===== config.mk =====
export PLATFORM = sky130hd
export DESIGN_NAME = spindle_speed_control
export DESIGN_NICKNAME = d
export VERILOG_FILES = /design/src/spindle_pkg.sv /design/src/input_debounce.sv /design/src/spindle_speed_control.sv
export VERILOG_INCLUDE_DIRS = /design/src
export SDC_FILE = /design/constraint.sdc
export NUM_CORES = 1
export LEC_CHECK = 0
export BUFFER_PORTS_ARGS = -buffer_cell sky130_fd_sc_hd__buf_2
export CAP_MARGIN = 10
export CORE_MARGIN = 2
export CORE_UTILIZATION = 25
export CTS_BUF_LIST = sky130_fd_sc_hd__clkbuf_4
export DETAILED_ROUTE_END_ITERATION = 16
export GPL_TIMING_DRIVEN = 0
export SLEW_MARGIN = 20
export SYNTH_ARGS = -nofsm -noshare
export SYNTH_HDL_FRONTEND = slang
export SYNTH_HIERARCHICAL = 1
export SYNTH_SLANG_ARGS = --single-unit

===== constraint.sdc =====
create_clock -name clk -period 7.32 [get_ports clk]
set_clock_uncertainty 0.05 [all_clocks]
set_input_delay 0.366 -clock clk [delete_from_list [all_inputs] [get_ports clk]]
set_output_delay 0.366 -clock clk [all_outputs]
set_load 0.005 [all_outputs]

===== src/spindle_defs.svh =====
/*
  Constants of the spindle speed control block: register offsets, field
  positions, reset values and timing counts.
  Assumes a 25 MHz system clock and a 32-bit AHB-Lite register bus.
*/
`ifndef SPINDLE_DEFS_SVH
`define SPINDLE_DEFS_SVH

// ----------------------------------------------------------------------
// Timing
// ----------------------------------------------------------------------
`define CLK_PERIOD_NS        40
`define DEBOUNCE_TIME_NS     1000000
`define DEBOUNCE_CYCLES      (`DEBOUNCE_TIME_NS / `CLK_PERIOD_NS)
`define RAMP_TICK_TIME_NS    1000000
`define RAMP_TICK_CYCLES     (`RAMP_TICK_TIME_NS / `CLK_PERIOD_NS)

// ----------------------------------------------------------------------
// Speed limits, in units of 200 per minute
// ----------------------------------------------------------------------
`define SPEED_MIN_UNITS      10'h005
`define SPEED_HIGH_LIMIT     10'h190
`define SPEED_LOW_LIMIT      10'h12C

// ----------------------------------------------------------------------
// Register byte offsets
// ----------------------------------------------------------------------
`define ADDR_CONFIG          8'h00
`define ADDR_MAX_SPEED       8'h04
`define ADDR_ACCEL           8'h08
`define ADDR_REACH           8'h0C
`define ADDR_PRESET0         8'h10
`define ADDR_STATUS          8'h20
`define ADDR_SPEED           8'h24
`define ADDR_INT_STATUS      8'h28
`define ADDR_INT_MASK        8'h2C

// ----------------------------------------------------------------------
// Field positions and reset values
// ----------------------------------------------------------------------
`define CFG_ERR_INV_BIT      0
`define CFG_PANEL_AUTO_BIT   1
`define CFG_PRESET_SRC_BIT   2
`define CFG_LOW_VARIANT_BIT  3
`define CONFIG_RESET         4'h0
`define MAX_SPEED_RESET      10'h190
`define ACCEL_RESET          8'h01
`define REACH_RESET          8'h05
`define PRESET0_RESET        10'h032
`define PRESET1_RESET        10'h064
`define PRESET2_RESET        10'h0C8
`define PRESET3_RESET        10'h190
`define INT_ERROR_BIT        0
`define INT_REACHED_BIT      1
`define INT_STOPPED_BIT      2

`endif


===== src/spindle_pkg.sv =====
/*
  Types shared by the spindle speed control block.
  Assumes nothing of its surroundings.
*/
package spindle_pkg;

  typedef logic [9:0] speed_t;

  // Gray order along stopped, ramping, at speed, braking.
  typedef enum logic [1:0] {
    MS_STOPPED  = 2'b00,
    MS_RAMP     = 2'b01,
    MS_AT_SPEED = 2'b11,
    MS_BRAKING  = 2'b10
  } motion_state_e;

endpackage : spindle_pkg


===== src/input_debounce.sv =====
/*
  Synchroniser and debouncer for a vector of switched inputs.
  Assumes every raw input is asynchronous to clk and may bounce.
*/
`timescale 1ns/1ps

module input_debounce #(
  parameter int W      = 1,
  parameter int CYCLES = 25000
) (
  input  wire logic         clk,
  input  wire logic         reset_n,
  input  wire logic [W-1:0] raw_in,
  output logic      [W-1:0] clean_out
);

  localparam int CW = $clog2(CYCLES + 1);
  localparam logic [CW-1:0] LAST = CW'(CYCLES - 1);

  logic [W-1:0] sync1_reg;
  logic [W-1:0] sync2_reg;

  always_ff @(posedge clk) begin
    if (!reset_n) begin
      sync1_reg <= '0;
      sync2_reg <= '0;
    end else begin
      sync1_reg <= raw_in;
      sync2_reg <= sync1_reg;
    end
  end

  // ----------------------------------------------------------------------
  // One stability counter per input
  // ----------------------------------------------------------------------
  for (genvar i = 0; i < W; i++) begin : g_bit
    logic [CW-1:0] cnt_reg;
    always_ff @(posedge clk) begin
      if (!reset_n) begin
        cnt_reg      <= '0;
        clean_out[i] <= 1'b0;
      end else if (sync2_reg[i] == clean_out[i]) begin
        cnt_reg <= '0;
      end else if (cnt_reg == LAST) begin
        cnt_reg      <= '0;
        clean_out[i] <= sync2_reg[i];
      end else begin
        cnt_reg <= cnt_reg + 1'b1;
      end
    end
  end

endmodule : input_debounce


===== src/spindle_speed_control.sv =====
/*
  Spindle speed control: manual/auto mode, run, direction, commanded speed,
  speed ramp, error latch and an AHB-Lite register slave.
  Assumes panel buttons and controller inputs are raw switch levels, high when
  closed, and that error_detect and error_code come from logic on clk.
*/
`timescale 1ns/1ps
`include "spindle_defs.svh"

module spindle_speed_control
  import spindle_pkg::*;
#(
  parameter int DEBOUNCE_CYCLES  = `DEBOUNCE_CYCLES,
  parameter int RAMP_TICK_CYCLES = `RAMP_TICK_CYCLES
) (
  input  wire logic        clk,
  input  wire logic        reset_n,
  input  wire logic        hsel,
  input  wire logic [31:0] haddr,
  input  wire logic [1:0]  htrans,
  input  wire logic        hwrite,
  input  wire logic [2:0]  hsize,
  input  wire logic [31:0] hwdata,
  input  wire logic        hready,
  output logic             hreadyout,
  output logic             hresp,
  output logic      [31:0] hrdata,
  input  wire logic        btn_mode,
  input  wire logic        btn_direction,
  input  wire logic        btn_run_stop,
  input  wire logic        btn_speed_up,
  input  wire logic        btn_speed_down,
  input  wire logic        direction_input,
  input  wire logic        start_input,
  input  wire logic        speed_step_pulse,
  input  wire logic        error_release_input,
  input  wire logic        preset_select_low,
  input  wire logic        preset_select_high,
  input  wire logic        step_up_down_input,
  input  wire logic        error_detect,
  input  wire logic [3:0]  error_code_in,
  output logic             auto_mode,
  output logic             start_led,
  output logic             forward_rotation,
  output logic             reverse_rotation,
  output logic             rotating_out,
  output logic             error_out,
  output logic             speed_reached,
  output logic      [9:0]  speed_display,
  output logic      [3:0]  error_code,
  output logic             irq
);

  // ----------------------------------------------------------------------
  // Input conditioning
  // ----------------------------------------------------------------------
  logic [11:0] raw_bus;
  logic [11:0] db;
  logic [11:0] db_prev_reg;
  wire  [11:0] rise = db & ~db_prev_reg;
  wire  [11:0] fall = ~db & db_prev_reg;

  assign raw_bus = {step_up_down_input, preset_select_high, preset_select_low, error_release_input,
                    speed_step_pulse, start_input, direction_input, btn_speed_down, btn_speed_up,
                    btn_run_stop, btn_direction, btn_mode};

  input_debounce #(.W(12), .CYCLES(DEBOUNCE_CYCLES)) u_debounce (
    .clk       (clk),
    .reset_n   (reset_n),
    .raw_in    (raw_bus),
    .clean_out (db)
  );

  always_ff @(posedge clk) begin
    if (!reset_n) db_prev_reg <= 12'h000;
    else          db_prev_reg <= db;
  end

  // ----------------------------------------------------------------------
  // Registers and their next values
  // ----------------------------------------------------------------------
  logic [3:0]    config_reg;
  speed_t        max_speed_reg;
  logic [7:0]    accel_reg;
  logic [7:0]    reach_reg;
  speed_t        preset_reg [4];
  logic [2:0]    int_status_reg;
  logic [2:0]    int_mask_reg;
  logic          auto_reg;
  logic          dir_reg;
  logic          run_reg;
  logic          error_reg;
  logic [3:0]    error_code_reg;
  speed_t        panel_speed_reg;
  speed_t        pulse_speed_reg;
  speed_t        actual_reg;
  logic [14:0]   tick_cnt_reg;
  logic [7:0]    accel_cnt_reg;
  motion_state_e state_reg;
  motion_state_e state_next;
  logic          wr_pend_reg;
  logic [7:0]    wr_addr_reg;
  logic [31:0]   rdata_reg;

  // ----------------------------------------------------------------------
  // Commanded speed
  // ----------------------------------------------------------------------
  wire    err_inv      = config_reg[`CFG_ERR_INV_BIT];
  wire    panel_auto   = config_reg[`CFG_PANEL_AUTO_BIT];
  wire    preset_src   = config_reg[`CFG_PRESET_SRC_BIT];
  wire    low_variant  = config_reg[`CFG_LOW_VARIANT_BIT];
  wire    eff_reverse  = auto_reg ? db[5] : dir_reg;
  wire    eff_run      = (auto_reg ? db[6] : run_reg) & ~error_reg;
  wire    ext_speed    = auto_reg & ~panel_auto;
  wire    [1:0] sel    = {db[10], db[9]};
  speed_t variant_lim;
  speed_t cap_lim;
  speed_t limit;
  speed_t source_speed;
  speed_t commanded;
  speed_t target;

  // The floor wins over a cap written below it, so the range always holds.
  assign variant_lim  = low_variant ? `SPEED_LOW_LIMIT : `SPEED_HIGH_LIMIT;
  assign cap_lim      = (max_speed_reg < variant_lim) ? max_speed_reg : variant_lim;
  assign limit        = (cap_lim < `SPEED_MIN_UNITS) ? `SPEED_MIN_UNITS : cap_lim;
  assign source_speed = !ext_speed ? panel_speed_reg : (preset_src ? preset_reg[sel] : pulse_speed_reg);
  assign commanded    = (source_speed > limit) ? limit :
                        ((source_speed < `SPEED_MIN_UNITS) ? `SPEED_MIN_UNITS : source_speed);
  assign target       = eff_run ? commanded : 10'h000;

  // Steps saturate so the stored values never wrap.
  wire    panel_up   = ~auto_reg & rise[3] & (panel_speed_reg < limit);
  wire    panel_dn   = ~auto_reg & rise[4] & (panel_speed_reg > `SPEED_MIN_UNITS);
  wire    pulse_ev   = ext_speed & ~preset_src & rise[7];
  wire    pulse_up   = pulse_ev & db[11] & (pulse_speed_reg < limit);
  wire    pulse_dn   = pulse_ev & ~db[11] & (pulse_speed_reg > `SPEED_MIN_UNITS);

  always_ff @(posedge clk) begin
    if (!reset_n) begin
      auto_reg        <= 1'b0;
      dir_reg         <= 1'b0;
      run_reg         <= 1'b0;
      panel_speed_reg <= `SPEED_MIN_UNITS;
      pulse_speed_reg <= `SPEED_MIN_UNITS;
    end else begin
      if (rise[0]) auto_reg <= ~auto_reg;
      if (!auto_reg && rise[1]) dir_reg <= ~dir_reg;
      // A latched error forces a stop, so in manual mode the operator must press run again after release.
      if (error_reg) run_reg <= 1'b0;
      else if (!auto_reg && rise[2]) run_reg <= ~run_reg;
      if (panel_up) panel_speed_reg <= panel_speed_reg + 10'h001;
      else if (panel_dn) panel_speed_reg <= panel_speed_reg - 10'h001;
      if (pulse_up) pulse_speed_reg <= pulse_speed_reg + 10'h001;
      else if (pulse_dn) pulse_speed_reg <= pulse_speed_reg - 10'h001;
    end
  end

  // ----------------------------------------------------------------------
  // Error latch
  // ----------------------------------------------------------------------
  always_ff @(posedge clk) begin
    if (!reset_n) begin
      error_reg      <= 1'b0;
      error_code_reg <= 4'h0;
    end else if (error_detect) begin
      error_reg      <= 1'b1;
      error_code_reg <= error_code_in;
    end else if (fall[8]) begin
      error_reg      <= 1'b0;
      error_code_reg <= 4'h0;
    end
  end

  // ----------------------------------------------------------------------
  // Speed ramp
  // ----------------------------------------------------------------------
  localparam logic [14:0] TICK_LAST = 15'(RAMP_TICK_CYCLES - 1);
  wire tick      = (tick_cnt_reg == TICK_LAST);
  wire ramp_step = tick & (accel_cnt_reg >= accel_reg);
  wire [10:0] diff_up = {1'b0, actual_reg} - {1'b0, commanded};
  wire [10:0] diff_dn = {1'b0, commanded} - {1'b0, actual_reg};
  wire [9:0]  gap     = (actual_reg > commanded) ? diff_up[9:0] : diff_dn[9:0];

  always_ff @(posedge clk) begin
    if (!reset_n) begin
      tick_cnt_reg  <= 15'h0000;
      accel_cnt_reg <= 8'h00;
      actual_reg    <= 10'h000;
    end else begin
      tick_cnt_reg <= tick ? 15'h0000 : tick_cnt_reg + 15'h0001;
      if (ramp_step || actual_reg == target) accel_cnt_reg <= 8'h00;
      else if (tick) accel_cnt_reg <= accel_cnt_reg + 8'h01;
      if (ramp_step && actual_reg < target) actual_reg <= actual_reg + 10'h001;
      else if (ramp_step && actual_reg > target) actual_reg <= actual_reg - 10'h001;
    end
  end

  always_comb begin
    if (actual_reg == 10'h000 && target == 10'h000) state_next = MS_STOPPED;
    else if (actual_reg > target)                   state_next = MS_BRAKING;
    else if (actual_reg == target)                  state_next = MS_AT_SPEED;
    else                                            state_next = MS_RAMP;
  end

  always_ff @(posedge clk) begin
    if (!reset_n) state_reg <= MS_STOPPED;
    else          state_reg <= state_next;
  end

  assign auto_mode        = auto_reg;
  assign start_led        = eff_run;
  assign forward_rotation = ~eff_reverse;
  assign reverse_rotation = eff_reverse;
  assign rotating_out     = (state_reg != MS_STOPPED);
  assign error_out        = error_reg ^ err_inv;
  assign speed_reached    = eff_run & ({2'b00, reach_reg} >= gap);
  assign speed_display    = actual_reg;
  assign error_code       = error_code_reg;

  // ----------------------------------------------------------------------
  // AHB-Lite slave, zero wait states
  // ----------------------------------------------------------------------
  wire        accept   = hsel & hready & htrans[1];
  wire [7:0]  raddr    = haddr[7:0];
  wire        rd_int   = accept & ~hwrite & (raddr == `ADDR_INT_STATUS) & (haddr[31:8] == 24'h000000);
  wire        wr_cfg   = wr_pend_reg & (wr_addr_reg == `ADDR_CONFIG);
  wire        wr_max   = wr_pend_reg & (wr_addr_reg == `ADDR_MAX_SPEED);
  wire        wr_acc   = wr_pend_reg & (wr_addr_reg == `ADDR_ACCEL);
  wire        wr_rch   = wr_pend_reg & (wr_addr_reg == `ADDR_REACH);
  wire        wr_pre   = wr_pend_reg & (wr_addr_reg[7:4] == `ADDR_PRESET0 >> 4);
  wire        wr_msk   = wr_pend_reg & (wr_addr_reg == `ADDR_INT_MASK);
  wire [31:0] status_w = {6'h00, actual_reg, 4'h0, error_code_reg, 2'b00, error_reg,
                          speed_reached, rotating_out, eff_reverse, eff_run, auto_reg};
  wire [31:0] read_w   = (haddr[31:8] != 24'h000000)     ? 32'h0000_0000 :
                         (raddr == `ADDR_CONFIG)         ? {28'h0000000, config_reg} :
                         (raddr == `ADDR_MAX_SPEED)      ? {22'h000000, max_speed_reg} :
                         (raddr == `ADDR_ACCEL)          ? {24'h000000, accel_reg} :
                         (raddr == `ADDR_REACH)          ? {24'h000000, reach_reg} :
                         (raddr[7:4] == `ADDR_PRESET0 >> 4 && raddr[1:0] == 2'b00) ?
                                                           {22'h000000, preset_reg[raddr[3:2]]} :
                         (raddr == `ADDR_STATUS)         ? status_w :
                         (raddr == `ADDR_SPEED)          ? {22'h000000, commanded} :
                         (raddr == `ADDR_INT_STATUS)     ? {29'h00000000, int_status_reg} :
                         (raddr == `ADDR_INT_MASK)       ? {29'h00000000, int_mask_reg} : 32'h0000_0000;

  always_ff @(posedge clk) begin
    if (!reset_n) begin
      wr_pend_reg <= 1'b0;
      wr_addr_reg <= 8'h00;
      rdata_reg   <= 32'h0000_0000;
    end else begin
      wr_pend_reg <= accept & hwrite & (haddr[31:8] == 24'h000000);
      wr_addr_reg <= raddr;
      if (accept && !hwrite) rdata_reg <= read_w;
    end
  end

  always_ff @(posedge clk) begin
    if (!reset_n) begin
      config_reg    <= `CONFIG_RESET;
      max_speed_reg <= `MAX_SPEED_RESET;
      accel_reg     <= `ACCEL_RESET;
      reach_reg     <= `REACH_RESET;
      int_mask_reg  <= 3'h0;
      preset_reg[0] <= `PRESET0_RESET;
      preset_reg[1] <= `PRESET1_RESET;
      preset_reg[2] <= `PRESET2_RESET;
      preset_reg[3] <= `PRESET3_RESET;
    end else begin
      if (wr_cfg) config_reg <= hwdata[3:0];
      if (wr_max) max_speed_reg <= hwdata[9:0];
      if (wr_acc) accel_reg <= hwdata[7:0];
      if (wr_rch) reach_reg <= hwdata[7:0];
      if (wr_msk) int_mask_reg <= hwdata[2:0];
      if (wr_pre) preset_reg[wr_addr_reg[3:2]] <= hwdata[9:0];
    end
  end

  // ----------------------------------------------------------------------
  // Interrupts: read clears, a new event in the same cycle survives
  // ----------------------------------------------------------------------
  logic reached_prev_reg;
  logic error_prev_reg;
  wire [2:0] events = {rotating_out & (state_next == MS_STOPPED),
                       speed_reached & ~reached_prev_reg, error_reg & ~error_prev_reg};

  always_ff @(posedge clk) begin
    if (!reset_n) begin
      int_status_reg   <= 3'h0;
      reached_prev_reg <= 1'b0;
      error_prev_reg   <= 1'b0;
    end else begin
      int_status_reg   <= (rd_int ? 3'h0 : int_status_reg) | events;
      reached_prev_reg <= speed_reached;
      error_prev_reg   <= error_reg;
    end
  end

  assign irq       = |(int_status_reg & int_mask_reg);
  assign hreadyout = 1'b1;
  assign hresp     = 1'b0;
  assign hrdata    = rdata_reg;

  // ----------------------------------------------------------------------
  // Assertions
  // ----------------------------------------------------------------------
  property p_speed_range;
    @(posedge clk) disable iff (!reset_n)
      commanded >= `SPEED_MIN_UNITS && commanded <= variant_lim;
  endproperty
  a_speed_range: assert property (p_speed_range) else $error("commanded speed out of range");

  property p_speed_cap;
    @(posedge clk) disable iff (!reset_n)
      (max_speed_reg >= `SPEED_MIN_UNITS) |-> commanded <= max_speed_reg;
  endproperty
  a_speed_cap: assert property (p_speed_cap) else $error("commanded speed above cap");

  property p_pulse_up;
    @(posedge clk) disable iff (!reset_n)
      (pulse_ev && db[11] && pulse_speed_reg < limit) |=> pulse_speed_reg == $past(pulse_speed_reg) + 10'h001;
  endproperty
  a_pulse_up: assert property (p_pulse_up) else $error("step pulse did not raise speed");

  property p_pulse_down;
    @(posedge clk) disable iff (!reset_n)
      (pulse_ev && !db[11] && pulse_speed_reg > `SPEED_MIN_UNITS) |=>
        pulse_speed_reg == $past(pulse_speed_reg) - 10'h001;
  endproperty
  a_pulse_down: assert property (p_pulse_down) else $error("step pulse did not lower speed");

  property p_auto_run;
    @(posedge clk) disable iff (!reset_n)
      (auto_reg && !error_reg) |-> start_led == db[6];
  endproperty
  a_auto_run: assert property (p_auto_run) else $error("run indicator differs from start input");

  property p_auto_dir;
    @(posedge clk) disable iff (!reset_n)
      auto_reg |-> (reverse_rotation == db[5] && forward_rotation == !db[5]);
  endproperty
  a_auto_dir: assert property (p_auto_dir) else $error("direction differs from input");

  property p_manual_dir;
    @(posedge clk) disable iff (!reset_n)
      (!auto_reg && rise[1]) |=> reverse_rotation != $past(reverse_rotation);
  endproperty
  a_manual_dir: assert property (p_manual_dir) else $error("direction button did not toggle");

  property p_release;
    @(posedge clk) disable iff (!reset_n)
      (error_reg && fall[8] && !error_detect) |=> !error_reg && error_code == 4'h0;
  endproperty
  a_release: assert property (p_release) else $error("error not released");

  property p_ramp_rate;
    @(posedge clk) disable iff (!reset_n)
      !tick |=> actual_reg == $past(actual_reg);
  endproperty
  a_ramp_rate: assert property (p_ramp_rate) else $error("speed moved off a ramp tick");

  property p_error_out;
    @(posedge clk) disable iff (!reset_n)
      $rose(error_reg) |-> error_out == !err_inv;
  endproperty
  a_error_out: assert property (p_error_out) else $error("error output has wrong polarity");

  c_auto_run:  cover property (@(posedge clk) disable iff (!reset_n) auto_reg && rotating_out);
  c_reached:   cover property (@(posedge clk) disable iff (!reset_n) $rose(speed_reached));
  c_release:   cover property (@(posedge clk) disable iff (!reset_n) $fell(error_reg));

endmodule : spindle_speed_control


# --- Yosys cells after proc, flatten, opt, wreduce, memory -nomap -nowiden ---
# Memory sizes are Yosys's and may differ from the RTL's.
# Index checks and enable logic that the tools add are counted.
classes:
  addsub: 22
  n_lt_le_gt_ge: 13
  n_eq_ne: 39
  mux: 42
  bitwise: 61
  n_reduce_logical: 52
ops:
  columns: ["op", "n"]
  rows:
  - ["$add 15x1->15 const B", 13]
  - ["$eq 15x15->1 const B", 13]
  - ["$mux 26", 7]
  - ["$mux 10", 16]
  - ["$eq 8x6->1 const B", 5]
  - ["$reduce_or 3->1", 13]
  - ["$eq 8x4->1 const B", 4]
  - ["$add 10x1->10 const B", 3]
  - ["$and 1x1->1", 30]
  - ["$gt 10x10->1", 3]
  - ["$lt 10x10->1", 3]
  - ["$sub 10x1->10 const B", 3]
  - ["$logic_not 24->1", 1]
  - ["$not 1->1", 24]
  - ["$reduce_and 2->1", 12]
  - ["$reduce_bool 24->1", 1]
  - ["$gt 10x3->1 const B", 2]
  - ["$logic_not 10->1", 2]
  - ["$lt 10x3->1 const B", 2]
  - ["$sub 10x10->10", 2]
  - ["$eq 8x3->1 const B", 2]
  - ["$logic_not 8->1", 2]
  - ["$eq 1x1->1", 12]
  - ["$eq 10x10->1", 1]
  - ["other kinds (24)", 53]
totals:
  regBits: 367
  mem_bits_rw: 40
  in_bits: 91
  out_inout_bits: 56
  word_cells: 279
  memories: 1
memory_table:
  columns: ["memory", "depth", "word_bits", "read_ports", "rd_clocked_by_memory_dff", "wr", "line", "source"]
  rows:
  - ["preset_reg", 4, 10, 2, 0, 4, "spindle_speed_control.sv:86", "speed_t preset_reg [4];"]

# --- Depth between registers and ports, before layout ---
depth:
  depth_word: 18
  ltp_mapped: 37
  ltp_nobuf: 34

# --- Modules after synthesis ---
# The synthesis kept the hierarchy.
by_module_without_submodules:
  columns: ["mod", "n_inst", "cells_each", "area_each_um2", "seq_area_each_um2"]
  rows:
  - ["spindle_speed_control", 1, 1294, 11807.6, 3983.8]
  - ["input_debounce", 1, 1000, 9046.2, 4324.1]

# --- Worst setup path after synthesis ---
# OpenSTA, ideal clock, no wires.
synth_timing:
  path_kind: "reg-to-reg"
  start: "register config_reg[3]"
  end: "register actual_reg[9] (netlist: speed_display[9])"
  setup_ns: 0.119
  arrival_time_ns: 7.456
  required_ns: 7.151
  setup_slack_ns: -0.305
  path_stages_with_launch: 35
  n_path_buf: 2
  synth_period_minus_slack_ns: 7.625
  path_cell_list: "dfxtp_1 -> inv_1 -> ha_1 -> a21o_1 -> a21oi_1 -> o21ai_0 -> and2_2 -> o31ai_1 -> ha_1 -> a21o_1 -> a21o_1 -> a21oi_1 -> o211a_1 -> or2_2 -> clkbuf_1 -> clkbuf_1 -> and2_2 -> a21oi_1 -> nand2_1 -> ha_1 -> a21o_1 -> a21o_1 -> a221o_1 -> a221o_1 -> or3_1 -> ha_1 -> a21o_1 -> a21oi_1 -> o21bai_1 -> a2111o_1 -> a31o_2 -> a21oi_1 -> mux2i_1 -> nand3_1 -> mux2i_1"
synth_via:
  elab_chain_len: 11
  elab_cells_between_ends: 14
  classes_between: "order compare: 5; mux: 6; reduce/logical: 3"
synth_lines:
  columns: ["item", "line", "source"]
  rows:
  - ["start: declaration", "spindle_speed_control.sv:82", "logic [3:0] config_reg;"]
  - ["start signal: assignment", "spindle_speed_control.sv:261", "config_reg <= `CONFIG_RESET;"]
  - ["start signal: assignment", "spindle_speed_control.sv:271", "if (wr_cfg) config_reg <= hwdata[3:0];"]
  - ["$mux 8 (no line) *", null, null]
  - ["$lt 10x9->1", "spindle_speed_control.sv:125", "assign cap_lim = (max_speed_reg < variant_lim) ? max_speed_reg : variant_lim;"]
  - ["$mux 10 *", "spindle_speed_control.sv:125", null]
  - ["$lt 10x3->1 (no line)", null, null]
  - ["$mux 10 *", "spindle_speed_control.sv:126", "assign limit = (cap_lim < `SPEED_MIN_UNITS) ? `SPEED_MIN_UNITS : cap_lim;"]
  - ["$gt 10x10->1", "spindle_speed_control.sv:128", "assign commanded = (source_speed > limit) ? limit :"]
  - ["$mux 10 *", "spindle_speed_control.sv:128", null]
  - ["$mux 10 *", "spindle_speed_control.sv:130", "assign target = eff_run ? commanded : 10'h000;"]
  - ["$lt 10x10->1 or $gt 10x10->1 (tied branches)", "spindle_speed_control.sv:194, spindle_speed_control.sv:195", null]
  - ["$logic_and 1x1->1, on equally long branches", "spindle_speed_control.sv:194, spindle_speed_control.sv:195", null]
  - ["$mux 10 or $reduce_bool 2->1 (tied branches)", null, null]
  - ["end signal: assignment", "spindle_speed_control.sv:194", "if (ramp_step && actual_reg < target) actual_reg <= actual_reg + 10'h001;"]
  - ["end signal: assignment", "spindle_speed_control.sv:195", "else if (ramp_step && actual_reg > target) actual_reg <= actual_reg - 10'h001;"]
  - ["end: declaration", "spindle_speed_control.sv:96", "speed_t actual_reg;"]
# Mark *: on every way between the ends. The rest lies on a longest branch, timed or not.
# A chain may end at the register's enable or synchronous reset.

# --- Worst setup path in the final report ---
layout_timing:
  start: "register u_debounce.clean_out[9]"
  end: "output speed_reached"
layout_via:
  elab_chain_len: 10
  elab_cells_between_ends: 13
  classes_between: "add/sub: 2; order compare: 4; mux: 5; bitwise: 1; memory: 1"
layout_lines:
  columns: ["item", "line", "source"]
  rows:
  - ["start: declaration", "input_debounce.sv:14", "output logic [W-1:0] clean_out"]
  - ["start signal: indexed assignment", "input_debounce.sv:46", "clean_out[i] <= sync2_reg[i];"]
  - ["$mem_v2 4x10 *", null, null]
  - ["$mux 10 * (2 in a row)", "spindle_speed_control.sv:127", "assign source_speed = !ext_speed ? panel_speed_reg : (preset_src ? preset_reg[sel] : pulse_speed_reg);"]
  - ["$lt 10x3->1 (no line)", null, null]
  - ["$mux 10", "spindle_speed_control.sv:129", "((source_speed < `SPEED_MIN_UNITS) ? `SPEED_MIN_UNITS : source_speed);"]
  - ["$mux 10 *", "spindle_speed_control.sv:128", null]
  - ["$sub 10x10->10 (tied with other cells)", "spindle_speed_control.sv:182", "wire [10:0] diff_dn = {1'b0, commanded} - {1'b0, actual_reg};"]
  - ["$mux 10 *", "spindle_speed_control.sv:183", "wire [9:0] gap = (actual_reg > commanded) ? diff_up[9:0] : diff_dn[9:0];"]
  - ["$ge 8x10->1 *", "spindle_speed_control.sv:217", "assign speed_reached = eff_run & ({2'b00, reach_reg} >= gap);"]
  - ["$and 1x1->1 *", "spindle_speed_control.sv:217", null]
  - ["end: declaration", "spindle_speed_control.sv:48", "output logic speed_reached,"]
# Marked as above.

==> implementation parameters <==
Parameter                              Value

Run status
  Run status    complete, but fails checks
  Failing checks    negative setup slack

Setup path
  Worst-path fanout max    8
  Crit path kind    reg -> out
  Nature of the critical path endpoint    output port
  Dominant delay contributor by cell family on the critical path    compound AO/OA/AOI/OAI gates
  WP data required    6.90 ns
  Worst path slowest cell    sky130_fd_sc_hd__mux4_2
  Arrival time of data at the critical path endpoint    7.60 ns
  Reg2reg start    u_debounce/clean_out[9]
  Stage delay of the slowest cell on the critical path    0.56 ns
  Crit path buffers/inverters    5
  Origin of the worst setup path    u_debounce/clean_out[9]
  Cell repeated most along the worst path    sky130_fd_sc_hd__or2_4
  Nature of the critical path startpoint    register

Route
  Count of antenna-violating nets left after detailed routing    0
  Vias after detailed routing    17480
  Drt first pass iters    5
  Via/cell ratio    4.668
  Detailed Route Iter0 Violations    988
  Detailed-route wire length    57.38 mm
  Routed wire per std cell    15.33 microns
  Remaining DRCs    0

Finish
  Combined flip-flop and latch cell area    8317 sq um
  Fillers    8567
  Final Non-Filler Cells    3744
  Footprint of the multi-input gates    12260 sq um
  Layout overhead on the synthesized area    21.46%
  Number of nets in the layout    2806
  Fraction of layout cells with a size suffix above 1    16.70%
  Flip-flop count of the largest register, all copies and words added    180

CTS
  Max clock buf depth    3
  Clock Latency Late Sink    0.83 ns
  Clock Tree Root    sky130_fd_sc_hd__clkbuf_4
  H-tree levels    3
  CTS buffer count    98
  Clock slew at the register clock pins of the worst setup and hold paths    0.07 ns
  Number of sinks on the clock net    395
  Clock tree from TritonCTS    yes

Yosys
  Synth cell count leaders    sky130_fd_sc_hd__dfxtp_1, sky130_fd_sc_hd__nor2_1, sky130_fd_sc_hd__nand2_1
  Top FF cell, synth    sky130_fd_sc_hd__dfxtp_1
  Most repeated cell in the gate-level netlist after synthesis    sky130_fd_sc_hd__dfxtp_1
  Synthesized instance count    2294
  Top area cells in the synthesized netlist    sky130_fd_sc_hd__dfxtp_1, sky130_fd_sc_hd__ha_1, sky130_fd_sc_hd__edfxtp_1, sky130_fd_sc_hd__xnor2_1, sky130_fd_sc_hd__nor2_1
  Fraction of registers with async set or reset after synthesis    0%
  Post-synthesis register bit count    395
  Count of synthesis-stage warnings from yosys    6
  Sequential fraction of the synthesis area    39.84%
  Syn avg cell area    9.091 sq um
  Library cell with the largest summed area after synthesis    sky130_fd_sc_hd__dfxtp_1
  Post-synthesis cell area    20850 sq um
  Number of enable flip-flop cells after synthesis    40
  Cell variety after synth    83
  Top cell type's share of synthesized area    34.08%

Pwr
  Total power consumption of the routed design    4.336 mW
  Maximum VDD drop    0.09371 mV
  P_leak    9.584 nW
  Ratio of total power to cell area    171.2 nW/um^2

Placed design
  Port Buf Inserts    105
  Placed cell count    3486
  Worst setup slack after placement    -1.714 ns
  Final GP Congestion    0.8710
  Post-DP HPWL    40.83 mm

Floorplanning
  Effective utilization at floorplan    25.32%
  Cell row count    105
  Core region area    82370 sq um
  Horizontal extent of the die    292.8 microns
  Number of I/O pins    147
  DIE AREA    85740 sq um
  Die H    292.8 microns

Timing
  Timing-limited maximum frequency    0.1248 GHz
  Total count of max-transition violations in the final report    0
  Count of endpoints failing hold in the final timing report    0
  Final worst slack    -0.6926 ns
  Setup-failing EPs final    2
  Headroom to the max-slew limit    36.25%
  Worst hold-check slack    0.1727 ns
  Period minus WS final    8.013 ns
  RSZ-0062 raised after global routing    yes
  Period utilization    109.5%
  Transition at the pin with the smallest max-transition slack    0.9476 ns

Global route
  Global-route wire length before repair    90.62 mm
  Number of global-route vias before repair    17050
  Final global-route overflow total    0
  Maximum number of pins on one net before global-route repair    16
  Global-route usage over all layers    13.16%
  Antenna violations before repair    6

Job
  Max Cap Violations    0

Hold path
  Path type of the worst min-delay path    in -> reg
  Worst min-delay path startpoint    haddr[29]
-- where the power goes --
part	switching [mW]	internal, mW
clock	0.941	1.01
sequential	0.0135	2.20
combinational	0.0968	0.0697
total	1.05	3.28
-- per-layer routing --
| metal | vias to the layer above | wire length (microns) | global-route usage, % |
|---|---|---|---|
| met4 | 4 | 2398 | 7.505 |
| met2 | 449 | 26460 | 21.12 |
| met5 | - | 22 | 0 |
| li1 | 8730 | - | - |
| met1 | 8157 | 25060 | 16.11 |
| met3 | 136 | 3442 | 3.134 |
-- cells by family (layout without fill, tap and decap cells) --
group / count (synthesis) / after routing / share of synthesized area (%)
buffers and inverters: 171 / 534 / 3.678
adder cells (fa/ha/maj): 121 / 121 / 7.440
other: 2 / 19 / 0.03601
multiplexers: 102 / 102 / 6.414
AO/OA/AOI/OAI: 273 / 273 / 8.580
flip-flops: 395 / 395 / 39.84
XOR/XNOR: 211 / 211 / 8.862
AND/OR/NAND/NOR: 1019 / 1019 / 25.15
-- through the flow --
stage / TNS, ns / cell area (sq um) / util [%]
3_5_place_dp: -9.263 / 22830 / 27.71
5_1_grt: -1.646 / 25330 / 30.75
2_1_floorplan: 0 / 20920 / -
6_report: -0.6950 / 25330 / 30.75
3_3_place_gp: -8.955 / 22790 / 27.66
4_1_cts: -0.7463 / 25130 / 30.51
-- path summary, 6_finish.rpt --
kind	to	slack (ns)	cells past startpoint
min	hrdata[0]	0.17	6
min reg2reg	u_debounce/sync2_reg[10]	0.39	1
max	speed_reached	-0.69	31
max reg2reg	speed_display[9]	0	32
-- final cells by class --
type / count / area share [%]
timing repair buffer: 190 / 5.192
tap: 1070 / 5.285
sequential: 395 / 32.83
inverter: 87 / 1.299
antenna: 4 / 0.03952
buffer: 81 / 1.813
clock buffer: 144 / 4.268
multi-input combinational: 1741 / 48.38
clock inverter: 32 / 0.8842
-- what timing repair did --
item / CTS / global route
gates cloned: 2 / 0
resized for setup: 90 / 27
setup endpoints to repair: 11 / 6
pin swaps: 22 / 22
hold buffers: 47 / 0
buffers inserted: 25 / 7
endpoints found under the hold margin: 117 / 0
-- worst reg2reg max path: cells and delay by family (launching register included) --
family / cells / cell delay [ns]
AO/OA/AOI/OAI: 15 / 2.98
multiplexers: 5 / 1.38
AND/OR/NAND/NOR: 5 / 1.11
adder cells (fa/ha/maj): 3 / 0.74
buffers and inverters: 4 / 0.52
flip-flops: 1 / 0.44
-- cell usage in the layout (no fill, tap or decap), types with 22 or more instances in the layout --
master                          synthesis  final
sky130_fd_sc_hd__edfxtp_1              40     40
sky130_fd_sc_hd__nor2b_1               70     69
sky130_fd_sc_hd__a21o_1                30     29
sky130_fd_sc_hd__ha_1                 116    109
sky130_fd_sc_hd__nand4_1               50     50
sky130_fd_sc_hd__dfxtp_1              355    352
sky130_fd_sc_hd__clkbuf_4               0    144
sky130_fd_sc_hd__buf_2                  3    108
sky130_fd_sc_hd__clkbuf_1              55     51
sky130_fd_sc_hd__nor2_1               265    261
sky130_fd_sc_hd__o21ai_0               57     44
sky130_fd_sc_hd__xor2_1                86     86
sky130_fd_sc_hd__dlygate4sd3_1          0     47
sky130_fd_sc_hd__and3_1                34     33
sky130_fd_sc_hd__a21oi_1               63     55
sky130_fd_sc_hd__and2_1                55     55
sky130_fd_sc_hd__inv_1                 87     84
sky130_fd_sc_hd__buf_4                 13     47
sky130_fd_sc_hd__nand2_1              183    181
sky130_fd_sc_hd__mux2i_1               70     65
sky130_fd_sc_hd__nand3_1              133    132
sky130_fd_sc_hd__a21boi_0              23     22
sky130_fd_sc_hd__nor4_1                43     41
sky130_fd_sc_hd__xnor2_1              125    125
sky130_fd_sc_hd__nor3_1                61     59
(Power assumes the default switching activity.)
